==> src/include/tcap_cfg.svh <==
`ifndef TCAP_CFG_SVH
`define TCAP_CFG_SVH
// register offsets (byte addresses, one aligned word each)
`define OFS_CTRL_ONE 6'h00
`define OFS_CTRL_TWO 6'h04
`define OFS_STATUS 6'h08
`define OFS_LATCH1_HI 6'h0c
`define OFS_LATCH1_LO 6'h10
`define OFS_CMP1_HI 6'h14
`define OFS_CMP1_LO 6'h18
`define OFS_LATCH2_HI 6'h1c
`define OFS_LATCH2_LO 6'h20
`define OFS_CMP2_HI 6'h24
`define OFS_CMP2_LO 6'h28
// control one fields
`define C1_LATCH_IE 7
`define C1_MATCH_IE 6
`define C1_FORCE2 4
`define C1_FORCE1 3
`define C1_EDGE1 1
`define C1_LVL1 0
`define C1_LVL2 2
// control two fields
`define C2_PIN1_EN 7
`define C2_PIN2_EN 6
`define C2_SINGLE 5
`define C2_PWM 4
`define C2_CLKSEL_HI 3
`define C2_CLKSEL_LO 2
`define C2_EDGE2 1
// status fields
`define SR_LATCH1 7
`define SR_MATCH1 6
`define SR_LATCH2 4
`define SR_MATCH2 3
// reset, reload and trigger load values
`define CMP_RESET 16'h8000
`define CNT_RELOAD 16'hfffc
`define OPM_LATCH 16'hfffd
`endif

==> src/include/tcap_pkg.sv <==
package tcap_pkg;
  typedef logic [15:0] word_t;
  typedef logic [7:0] byte_t;
  typedef enum logic [1:0] {CLK_DIV2, CLK_DIV4, CLK_DIV8, CLK_EXT} clk_sel_t;
  typedef enum {MODE_NORMAL, MODE_SINGLE, MODE_PWM} mode_t;
endpackage

==> src/verilog/timer_capture_compare_one_pulse.sv <==
// What this block does
// - active trigger edge sets latch flag and copies counter into latch
// - latch flag requests interrupt when enabled and cpu mask clear
// - latch flag cleared by status read then low byte access
// - high byte read blocks capture and flag until low byte read
// - newest capture overwrites the older latched count
// - trigger pins always watched, toggles by software also capture
// - edge select 2 in control two, edge 1 in control one
// - in single shot or pwm mode only channel 2 captures
// - compare values software read/write, reset to 8000h
// - match sets match flag, drives pin to level bit
// - match requests interrupt when enabled and cpu mask clear
// - match flag cleared by status read then low byte access
// - compare high write suspends channel until low write
// - pin enable hands pin to channel, else no level drive
// - div2 matches at equal, slower clocks at value plus one
// - force bit copies level to pin, no flag, no interrupt
// - force bits ignored in single shot or pwm mode
// - single shot bit in control two uses channel one
// - trigger reloads counter, drives level 2, flag, loads fffdh
// - single shot trigger flag raises interrupt if enabled
// - single shot counter match ends pulse with level 1
// - single shot never sets match flag 1, channel 2 match sets flag 2 but does not drive pin 2
// - pwm and single shot both set means only pwm
// - clock select: div 2, 4, 8, external
`timescale 1ns/1ps
`default_nettype none
`include "tcap_cfg.svh"
module timer_capture_compare_one_pulse (
  // clock and reset
  input wire logic MCLK,
  input wire logic RST_N,
  // avalon-mm slave
  input wire logic [5:0] AVS_ADDRESS,
  input wire logic AVS_READ,
  input wire logic AVS_WRITE,
  input wire logic [31:0] AVS_WRITEDATA,
  output logic [31:0] AVS_READDATA,
  output logic AVS_WAITREQUEST,
  // timer core link
  input wire tcap_pkg::word_t COUNT,
  input wire logic TIMER_TICK,
  input wire logic CPU_IRQ_MASK,
  output logic COUNT_RELOAD,
  output tcap_pkg::clk_sel_t CLOCK_SELECT,
  output logic PWM_ENABLE,
  output logic TIMER_IRQ,
  // pins
  input wire logic TRIGGER_INPUT_PIN1,
  input wire logic TRIGGER_INPUT_PIN2,
  output logic MATCH_OUTPUT_PIN1,
  output logic MATCH_OUTPUT_PIN2,
  output logic MATCH_PIN1_OE,
  output logic MATCH_PIN2_OE
);
  import tcap_pkg::*;

  // ----------------------------------------
  // registers and decode
  // ----------------------------------------
  byte_t ctrl_one_reg;
  byte_t ctrl_two_reg;
  word_t latched_count1_reg;
  word_t latched_count2_reg;
  word_t compare_value1_reg;
  word_t compare_value2_reg;
  logic [1:0] latch_flag_reg;
  logic [1:0] match_flag_reg;
  logic [1:0] latch_armed_reg;
  logic [1:0] match_armed_reg;
  logic [1:0] latch_block_reg;
  logic [1:0] cmp_hold_reg;
  logic [1:0] pin_reg;
  logic ack_reg;
  logic [31:0] rdata_reg;
  logic [1:0] hit;
  logic [1:0] cap;
  logic [1:0] match;
  logic [1:0] level;
  logic [1:0] force_bit;
  logic acc;
  logic wr;
  logic rd;
  logic rd_status;
  logic trigger;
  mode_t mode;

  function automatic logic hit_at(input logic [5:0] a, input logic [5:0] o);
    hit_at = (a == o);
  endfunction

  // a single wait state gives registered read data; access happens on ack
  assign acc = (AVS_READ | AVS_WRITE) & ~ack_reg;
  assign wr = AVS_WRITE & ack_reg;
  assign rd = AVS_READ & ack_reg;
  assign AVS_WAITREQUEST = (AVS_READ | AVS_WRITE) & ~ack_reg;
  assign AVS_READDATA = rdata_reg;
  assign rd_status = rd & hit_at(AVS_ADDRESS, `OFS_STATUS);

  always_comb begin
    if (ctrl_two_reg[`C2_PWM])
      mode = MODE_PWM;
    else if (ctrl_two_reg[`C2_SINGLE])
      mode = MODE_SINGLE;
    else
      mode = MODE_NORMAL;
  end

  assign CLOCK_SELECT = clk_sel_t'(ctrl_two_reg[`C2_CLKSEL_HI:`C2_CLKSEL_LO]);
  assign PWM_ENABLE = (mode == MODE_PWM);
  assign level = {ctrl_one_reg[`C1_LVL2], ctrl_one_reg[`C1_LVL1]};
  assign force_bit = {ctrl_one_reg[`C1_FORCE2], ctrl_one_reg[`C1_FORCE1]};

  always_ff @(posedge MCLK) begin
    if (!RST_N)
      ack_reg <= 1'b0;
    else
      ack_reg <= acc;
  end

  // compare values and control, software owned
  always_ff @(posedge MCLK) begin
    if (!RST_N) begin
      ctrl_one_reg <= 8'h00;
      ctrl_two_reg <= 8'h00;
      compare_value1_reg <= `CMP_RESET;
      compare_value2_reg <= `CMP_RESET;
    end else if (wr) begin
      unique case (AVS_ADDRESS)
        `OFS_CTRL_ONE: ctrl_one_reg <= AVS_WRITEDATA[7:0];
        `OFS_CTRL_TWO: ctrl_two_reg <= AVS_WRITEDATA[7:0];
        `OFS_CMP1_HI: compare_value1_reg[15:8] <= AVS_WRITEDATA[7:0];
        `OFS_CMP1_LO: compare_value1_reg[7:0] <= AVS_WRITEDATA[7:0];
        `OFS_CMP2_HI: compare_value2_reg[15:8] <= AVS_WRITEDATA[7:0];
        `OFS_CMP2_LO: compare_value2_reg[7:0] <= AVS_WRITEDATA[7:0];
        default: ;
      endcase
    end
  end

  // ----------------------------------------
  // capture
  // ----------------------------------------
  // pins always feed edge detectors
  edge_catch u_edge1 (
    .clk(MCLK),
    .rst_n(RST_N),
    .pin(TRIGGER_INPUT_PIN1),
    .rising(ctrl_one_reg[`C1_EDGE1]),
    .hit(hit[0])
  );
  edge_catch u_edge2 (
    .clk(MCLK),
    .rst_n(RST_N),
    .pin(TRIGGER_INPUT_PIN2),
    .rising(ctrl_two_reg[`C2_EDGE2]),
    .hit(hit[1])
  );

  // channel one edge is the single shot trigger
  assign trigger = hit[0] & (mode == MODE_SINGLE);
  assign COUNT_RELOAD = trigger;
  // channel 1 captures only in normal mode
  assign cap[0] = hit[0] & (mode == MODE_NORMAL) & ~latch_block_reg[0];
  assign cap[1] = hit[1] & ~latch_block_reg[1];

  // high byte read blocks until low byte read
  always_ff @(posedge MCLK) begin
    if (!RST_N) begin
      latch_block_reg <= 2'b00;
    end else if (rd) begin
      if (hit_at(AVS_ADDRESS, `OFS_LATCH1_HI))
        latch_block_reg[0] <= 1'b1;
      if (hit_at(AVS_ADDRESS, `OFS_LATCH1_LO))
        latch_block_reg[0] <= 1'b0;
      if (hit_at(AVS_ADDRESS, `OFS_LATCH2_HI))
        latch_block_reg[1] <= 1'b1;
      if (hit_at(AVS_ADDRESS, `OFS_LATCH2_LO))
        latch_block_reg[1] <= 1'b0;
    end
  end

  // newest capture overwrites; trigger loads fffdh
  always_ff @(posedge MCLK) begin
    if (!RST_N) begin
      latched_count1_reg <= 16'h0000;
      latched_count2_reg <= 16'h0000;
    end else begin
      if (trigger)
        latched_count1_reg <= `OPM_LATCH;
      else if (cap[0])
        latched_count1_reg <= COUNT;
      if (cap[1])
        latched_count2_reg <= COUNT;
    end
  end

  // ----------------------------------------
  // flags: set wins over clear
  // ----------------------------------------
  // latch flags, arm on status read, clear on low access
  always_ff @(posedge MCLK) begin
    if (!RST_N) begin
      latch_flag_reg <= 2'b00;
      latch_armed_reg <= 2'b00;
    end else begin
      if (rd_status)
        latch_armed_reg <= latch_flag_reg;
      if (wr | rd) begin
        if (hit_at(AVS_ADDRESS, `OFS_LATCH1_LO) && latch_armed_reg[0]) begin
          latch_flag_reg[0] <= 1'b0;
          latch_armed_reg[0] <= 1'b0;
        end
        if (hit_at(AVS_ADDRESS, `OFS_LATCH2_LO) && latch_armed_reg[1]) begin
          latch_flag_reg[1] <= 1'b0;
          latch_armed_reg[1] <= 1'b0;
        end
      end
      if (cap[0] | trigger)
        latch_flag_reg[0] <= 1'b1;
      if (cap[1])
        latch_flag_reg[1] <= 1'b1;
    end
  end

  // ----------------------------------------
  // compare
  // ----------------------------------------
  // high write suspends channel until low write
  always_ff @(posedge MCLK) begin
    if (!RST_N) begin
      cmp_hold_reg <= 2'b00;
    end else if (wr) begin
      if (hit_at(AVS_ADDRESS, `OFS_CMP1_HI))
        cmp_hold_reg[0] <= 1'b1;
      if (hit_at(AVS_ADDRESS, `OFS_CMP1_LO))
        cmp_hold_reg[0] <= 1'b0;
      if (hit_at(AVS_ADDRESS, `OFS_CMP2_HI))
        cmp_hold_reg[1] <= 1'b1;
      if (hit_at(AVS_ADDRESS, `OFS_CMP2_LO))
        cmp_hold_reg[1] <= 1'b0;
    end
  end

  // target shifts by one for slower timer clocks
  function automatic logic is_match(input word_t cnt, input word_t val,
                                    input clk_sel_t sel);
    word_t target;
    target = (sel == CLK_DIV2) ? val : 16'(val + 16'h0001);
    is_match = (cnt == target);
  endfunction

  // compared once per timer tick so a match is one event
  assign match[0] = TIMER_TICK & ~cmp_hold_reg[0] & (mode != MODE_PWM) &
    is_match(COUNT, compare_value1_reg, CLOCK_SELECT);
  assign match[1] = TIMER_TICK & ~cmp_hold_reg[1] & (mode != MODE_PWM) &
    is_match(COUNT, compare_value2_reg, CLOCK_SELECT);

  // match flags; flag 1 not set in single shot
  always_ff @(posedge MCLK) begin
    if (!RST_N) begin
      match_flag_reg <= 2'b00;
      match_armed_reg <= 2'b00;
    end else begin
      if (rd_status)
        match_armed_reg <= match_flag_reg;
      if (wr | rd) begin
        if (hit_at(AVS_ADDRESS, `OFS_CMP1_LO) && match_armed_reg[0]) begin
          match_flag_reg[0] <= 1'b0;
          match_armed_reg[0] <= 1'b0;
        end
        if (hit_at(AVS_ADDRESS, `OFS_CMP2_LO) && match_armed_reg[1]) begin
          match_flag_reg[1] <= 1'b0;
          match_armed_reg[1] <= 1'b0;
        end
      end
      if (match[0] && mode == MODE_NORMAL)
        match_flag_reg[0] <= 1'b1;
      if (match[1])
        match_flag_reg[1] <= 1'b1;
    end
  end

  always_ff @(posedge MCLK) begin
    if (!RST_N) begin
      pin_reg <= 2'b00;
    end else if (mode == MODE_SINGLE) begin
      if (trigger)
        pin_reg[0] <= level[1];
      else if (match[0])
        pin_reg[0] <= level[0];
    end else if (mode == MODE_NORMAL) begin
      for (int i = 0; i < 2; i++) begin
        if (force_bit[i] || match[i])
          pin_reg[i] <= level[i];
      end
    end
  end

  // pin enables hand pins to the channels
  assign MATCH_OUTPUT_PIN1 = pin_reg[0];
  assign MATCH_OUTPUT_PIN2 = pin_reg[1];
  assign MATCH_PIN1_OE = ctrl_two_reg[`C2_PIN1_EN];
  assign MATCH_PIN2_OE = ctrl_two_reg[`C2_PIN2_EN];

  assign TIMER_IRQ = ~CPU_IRQ_MASK &
    ((ctrl_one_reg[`C1_LATCH_IE] & |latch_flag_reg) |
     (ctrl_one_reg[`C1_MATCH_IE] & |match_flag_reg));

  // ----------------------------------------
  // read data
  // ----------------------------------------
  always_ff @(posedge MCLK) begin
    if (!RST_N) begin
      rdata_reg <= 32'h0000_0000;
    end else if (acc && AVS_READ) begin
      rdata_reg <= 32'h0000_0000;
      unique case (AVS_ADDRESS)
        `OFS_CTRL_ONE: rdata_reg[7:0] <= ctrl_one_reg;
        `OFS_CTRL_TWO: rdata_reg[7:0] <= ctrl_two_reg;
        `OFS_STATUS: begin
          rdata_reg[`SR_LATCH1] <= latch_flag_reg[0];
          rdata_reg[`SR_MATCH1] <= match_flag_reg[0];
          rdata_reg[`SR_LATCH2] <= latch_flag_reg[1];
          rdata_reg[`SR_MATCH2] <= match_flag_reg[1];
        end
        `OFS_LATCH1_HI: rdata_reg[7:0] <= latched_count1_reg[15:8];
        `OFS_LATCH1_LO: rdata_reg[7:0] <= latched_count1_reg[7:0];
        `OFS_CMP1_HI: rdata_reg[7:0] <= compare_value1_reg[15:8];
        `OFS_CMP1_LO: rdata_reg[7:0] <= compare_value1_reg[7:0];
        `OFS_LATCH2_HI: rdata_reg[7:0] <= latched_count2_reg[15:8];
        `OFS_LATCH2_LO: rdata_reg[7:0] <= latched_count2_reg[7:0];
        `OFS_CMP2_HI: rdata_reg[7:0] <= compare_value2_reg[15:8];
        `OFS_CMP2_LO: rdata_reg[7:0] <= compare_value2_reg[7:0];
        default: ;
      endcase
    end
  end

  // ----------------------------------------
  // checks
  // ----------------------------------------
  property p_cap1;
    @(posedge MCLK) disable iff (!RST_N)
    cap[0] && !trigger |=> latch_flag_reg[0] && latched_count1_reg == $past(COUNT);
  endproperty
  a_cap1: assert property (p_cap1) else $error("capture 1 lost");

  property p_block;
    @(posedge MCLK) disable iff (!RST_N)
    latch_block_reg[1] && !latch_flag_reg[1] && !rd |=> !latch_flag_reg[1];
  endproperty
  a_block: assert property (p_block) else $error("blocked flag set");

  property p_cmp_rst;
    @(posedge MCLK) $fell(RST_N) |=> compare_value1_reg == 16'h8000;
  endproperty
  a_cmp_rst: assert property (p_cmp_rst) else $error("bad reset value");

  property p_match;
    @(posedge MCLK) disable iff (!RST_N)
    match[1] |=> match_flag_reg[1] &&
      ($past(mode) != MODE_NORMAL || pin_reg[1] == $past(level[1]));
  endproperty
  a_match: assert property (p_match) else $error("match missed");

  property p_irq;
    @(posedge MCLK) disable iff (!RST_N)
    CPU_IRQ_MASK |-> !TIMER_IRQ;
  endproperty
  a_irq: assert property (p_irq) else $error("irq while masked");

  property p_hold;
    @(posedge MCLK) disable iff (!RST_N)
    cmp_hold_reg[0] |-> !match[0];
  endproperty
  a_hold: assert property (p_hold) else $error("match while held");

  property p_trig;
    @(posedge MCLK) disable iff (!RST_N)
    trigger |=> latch_flag_reg[0] && latched_count1_reg == 16'hfffd &&
      pin_reg[0] == $past(level[1]);
  endproperty
  a_trig: assert property (p_trig) else $error("trigger wrong");

  property p_opm_flag;
    @(posedge MCLK) disable iff (!RST_N)
    mode == MODE_SINGLE && !match_flag_reg[0] |=> !match_flag_reg[0];
  endproperty
  a_opm_flag: assert property (p_opm_flag) else $error("flag 1 set");

  c_cap2: cover property (@(posedge MCLK) cap[1]);
  c_trig: cover property (@(posedge MCLK) trigger ##[1:200] match[0]);
  c_clear: cover property (@(posedge MCLK) $fell(latch_flag_reg[0]));
endmodule
`default_nettype wire

==> src/verilog/edge_catch.sv <==
`timescale 1ns/1ps
`default_nettype none
module edge_catch (
  // clock and reset
  input wire logic clk,
  input wire logic rst_n,
  // pin and edge selection (1 = rising)
  input wire logic pin,
  input wire logic rising,
  // one pulse per qualifying transition
  output logic hit
);
  logic sync1_reg;
  logic sync2_reg;
  logic prev_reg;

  // two-stage sync
  // chain runs through reset so a pin that idles high is settled when
  // reset lifts and gives no false edge
  always_ff @(posedge clk) begin
    sync1_reg <= pin;
    sync2_reg <= sync1_reg;
    prev_reg <= sync2_reg;
  end

  assign hit = rst_n &
    (rising ? (sync2_reg & ~prev_reg) : (~sync2_reg & prev_reg));
endmodule
`default_nettype wire

==> config.mk <==
export PLATFORM = sky130hd
export DESIGN_NAME = timer_capture_compare_one_pulse
export DESIGN_NICKNAME = d
export VERILOG_FILES = /design/src/include/tcap_pkg.sv /design/src/verilog/timer_capture_compare_one_pulse.sv /design/src/verilog/edge_catch.sv
export VERILOG_INCLUDE_DIRS = /design/src /design/src/include
export SDC_FILE = /design/constraint.sdc
export NUM_CORES = 1
export LEC_CHECK = 0
export BUFFER_PORTS_ARGS = -buffer_cell sky130_fd_sc_hd__buf_2
export CORE_ASPECT_RATIO = 1.2
export CORE_MARGIN = 10
export CORE_UTILIZATION = 45
export DETAILED_ROUTE_END_ITERATION = 16
export GPL_ROUTABILITY_DRIVEN = 0
export MAX_ROUTING_LAYER = met4
export PLACE_DENSITY = 0.66
export SLEW_MARGIN = 20
export SYNTH_ARGS = -nofsm -noshare
export SYNTH_HDL_FRONTEND = slang
export SYNTH_SLANG_ARGS = --single-unit
==> constraint.sdc <==
create_clock -name MCLK -period 2.8 [get_ports MCLK]
set_input_delay 0.14 -clock MCLK [delete_from_list [all_inputs] [get_ports MCLK]]
set_output_delay 0.14 -clock MCLK [all_outputs]
set_load 0.01 [all_outputs]
==> metrics.cfg <==
[place]
dpl-instance-area_um2 = 6680
dp_hpwl_mm = 15.5
io_buffers = 55

[setup_path]
critical_path_class = reg -> reg
path_max_fanout = 6
path_delay_family = compound AO/OA/AOI/OAI gates
cp.required_ns = 3.08
r2r_cells = 8
r2r-end = pin_reg[0]
crit_slowest_cell = dfxtp_1
r2r-start = compare_value1_reg[1]
slowest_delay_ns = 0.45
cp_cell_sequence = ha_1, o21ai_0, nor4_1, mux2_2, a311oi_1, nor4_2, a31oi_1, mux2i_1
cp.arrival_ns = 2.99
critPathCaptureType = flip-flop
startpoint_type = flip-flop
critPathBufInv = 0
r2r_slack_ns = 0.09

[global_routing]
grt_pass1_vias = 5771
grt_max_degree = 65
antenna_found_initial = 0
track_usage = 0.221
grt_pass1_wl_mm = 32.4
gr-total-overflow = 0

[die]
die_area_um2 = 19000
dieWidth_um = 128
core_region_area_um2 = 13700
num_rows = 47
initial_core_util = 0.456
die_height_um = 149
ios = 104

[layout]
final_cell_area_um2 = 7010
drive_gt1_frac = 0.173
nets = 850
area_growth_pct = 12.1
antenna_cells = 0

[sta]
worst_pin_slew_ns = 0.938
rsz0062_at_grt = false
fin_skew_ns = 0.00816
drv_slew = 0
period_needed_ns = 2.71
fin_tns_setup_ns = 0
final-setup-viol-count = 0
slew-limit-headroom = 0.373
fmax_ghz = 0.370
hold_violations = 0
fin_crit_sh = 0.966

[route]
via_per_inst = 6.06
post-route-drc-count = 0
ant_nets = 0
first_pass_iters = 5
wl_per_cell_um = 21.7
wl_mm = 20.8
drtIter0Drc = 583
vias = 5821

[synth]
yosys_warnings = 0
ys_top_cells_by_count = nand2_1, dfxtp_1, mux2i_1
yosysTopAreaCell = dfxtp_1
yosys.area.top_type_share = 0.349
ys_seq_area_frac = 0.349
synthTopCellsByArea = dfxtp_1, mux2i_1, nand2_1
netlist_instances = 735
synth.avg_cell_area_um2 = 8.50
synth-edff-count = 0
synth_area_um2 = 6250
synth_ff_type = dfxtp_1
synth-seq-cells = 109
postSynth.asyncResetShare = 0
yosysMostFrequentCell = nand2_1
synth_cell_types = 72

[clock_tree]
htree_levels = 3
post_cts_buffers = 0
root_buffer = clkbuf_16
cts.clk_slew.worst_paths_ns = 0.07
clock_latency_ns = 0.35
cts_tree = built
clockBufferDepth = 2
cts-buffers-inserted = 9
cts.sinks = 109

[power]
p_leak_nw = 2.59
total_power_mw = 3.26
power_density_nw_per_um2 = 466
ir_drop_uv = 271

[run_status]
status = complete, no violations

[worst_hold_path]
min_path_type = in -> reg
min_to = latched_count2_reg[2]
whs_path_depth = 3
min-delay-start = COUNT[2]

[flow_run]
maxCapViolations = 0

-- cells in the final DEF, fill, tap and decap left out, types with 4 or more instances in the layout --
master | netlist | layout
nor3_1 | 17 | 16
nor3b_1 | 4 | 4
nand2_1 | 113 | 113
mux2i_1 | 59 | 59
conb_1 | 1 | 24
mux2_2 | 5 | 5
dfxtp_1 | 109 | 109
xor2_1 | 13 | 13
a22oi_1 | 10 | 10
o221a_2 | 16 | 16
a21boi_0 | 20 | 20
buf_2 | 9 | 55
xnor2_1 | 31 | 31
o21ai_0 | 31 | 31
and4_1 | 4 | 4
nor4_1 | 9 | 8
inv_1 | 8 | 8
nor2_1 | 31 | 31
buf_4 | 26 | 32
a31oi_1 | 6 | 6
nand2b_1 | 5 | 5
a21oi_1 | 13 | 13
and2_1 | 8 | 8
nand4_1 | 6 | 6
o22ai_1 | 6 | 6
nand3_1 | 35 | 35
a221oi_1 | 4 | 4
nor2b_1 | 39 | 39
clkbuf_16 | 0 | 9
-- worst max path at each step --
stage,start,endpoint,slack [ns],cells past startpoint
6_report,compare_value1_reg[1],pin_reg[0],0.09,8
5_1_grt,compare_value1_reg[1],pin_reg[0],0.03,8
4_1_cts,compare_value2_reg[0],pin_reg[1],0.19,8
3_5_place_dp,compare_value1_reg[1],pin_reg[0],0.23,8
3_3_place_gp,ctrl_two_reg[3],pin_reg[0],0.27,8
2_1_floorplan,compare_value1_reg[1],pin_reg[0],0.58,8
-- final cells by class --
class,instances,area [um^2]
Timing Repair Buffer,89,536
Sequential cell,109,2180
Multi-Input combinational cell,569,3740
Fill cell,1280,6700
Inverter,8,30.0
Clock inverter,4,56.3
Tap cell,171,214
Clock buffer,11,243
-- worst min-delay path, stage by stage --
cell     delay (ns)
buf_2          0.15
nand2_1        0.07
nand2_1        0.04
-- cell families (layout without fill, tap and decap cells) --
logic type | after synthesis | after routing | synth area share
muxes | 65 | 65 | 0.107
other | 1 | 24 | 0.000600
and+or+nand+nor | 290 | 290 | 0.231
adders and majority gates | 2 | 2 | 0.00400
xor gates and xnor gates | 44 | 44 | 0.0617
buffers and inverters | 80 | 112 | 0.0681
DFF | 109 | 109 | 0.349
AOI/OAI and AO/OA | 144 | 144 | 0.178
-- per-stage QoR --
stage	hold slack, ns	worst slack [ns]	cells	utilization
after global routing	0.0906	0.0258	961	0.511
after detailed placement	0.244	0.227	944	0.487
after CTS	0.0812	0.190	961	0.510
after floorplan	0.168	0.583	758	-
final	0.0862	0.0940	961	0.511
after global placement	0.243	0.267	944	0.487
-- metal layers --
layer / vias up / GRT usage / share of wire
met2: 332 / 0.355 / 0.48
met1: 2746 / 0.251 / 0.39
li1: 2671 / - / -
met3: 72 / 0.0405 / 0.074
met4: 0 / 0.132 / 0.053
met5: - / - / 0
-- power by group --
part | switching [mW] | internal, mW
clock network | 0.593 | 0.723
registers | 0.0227 | 1.58
logic | 0.218 | 0.123
total | 0.834 | 2.43
-- what timing repair did --
item | 4_1_cts | 5_1_grt
hold endpoints to repair | 2 | 0
hold buffers | 2 | 0
endpoints found under the setup margin | 0 | 2
resized for setup | 0 | 1
No activity file was read; power rests on OpenSTA's default activity.
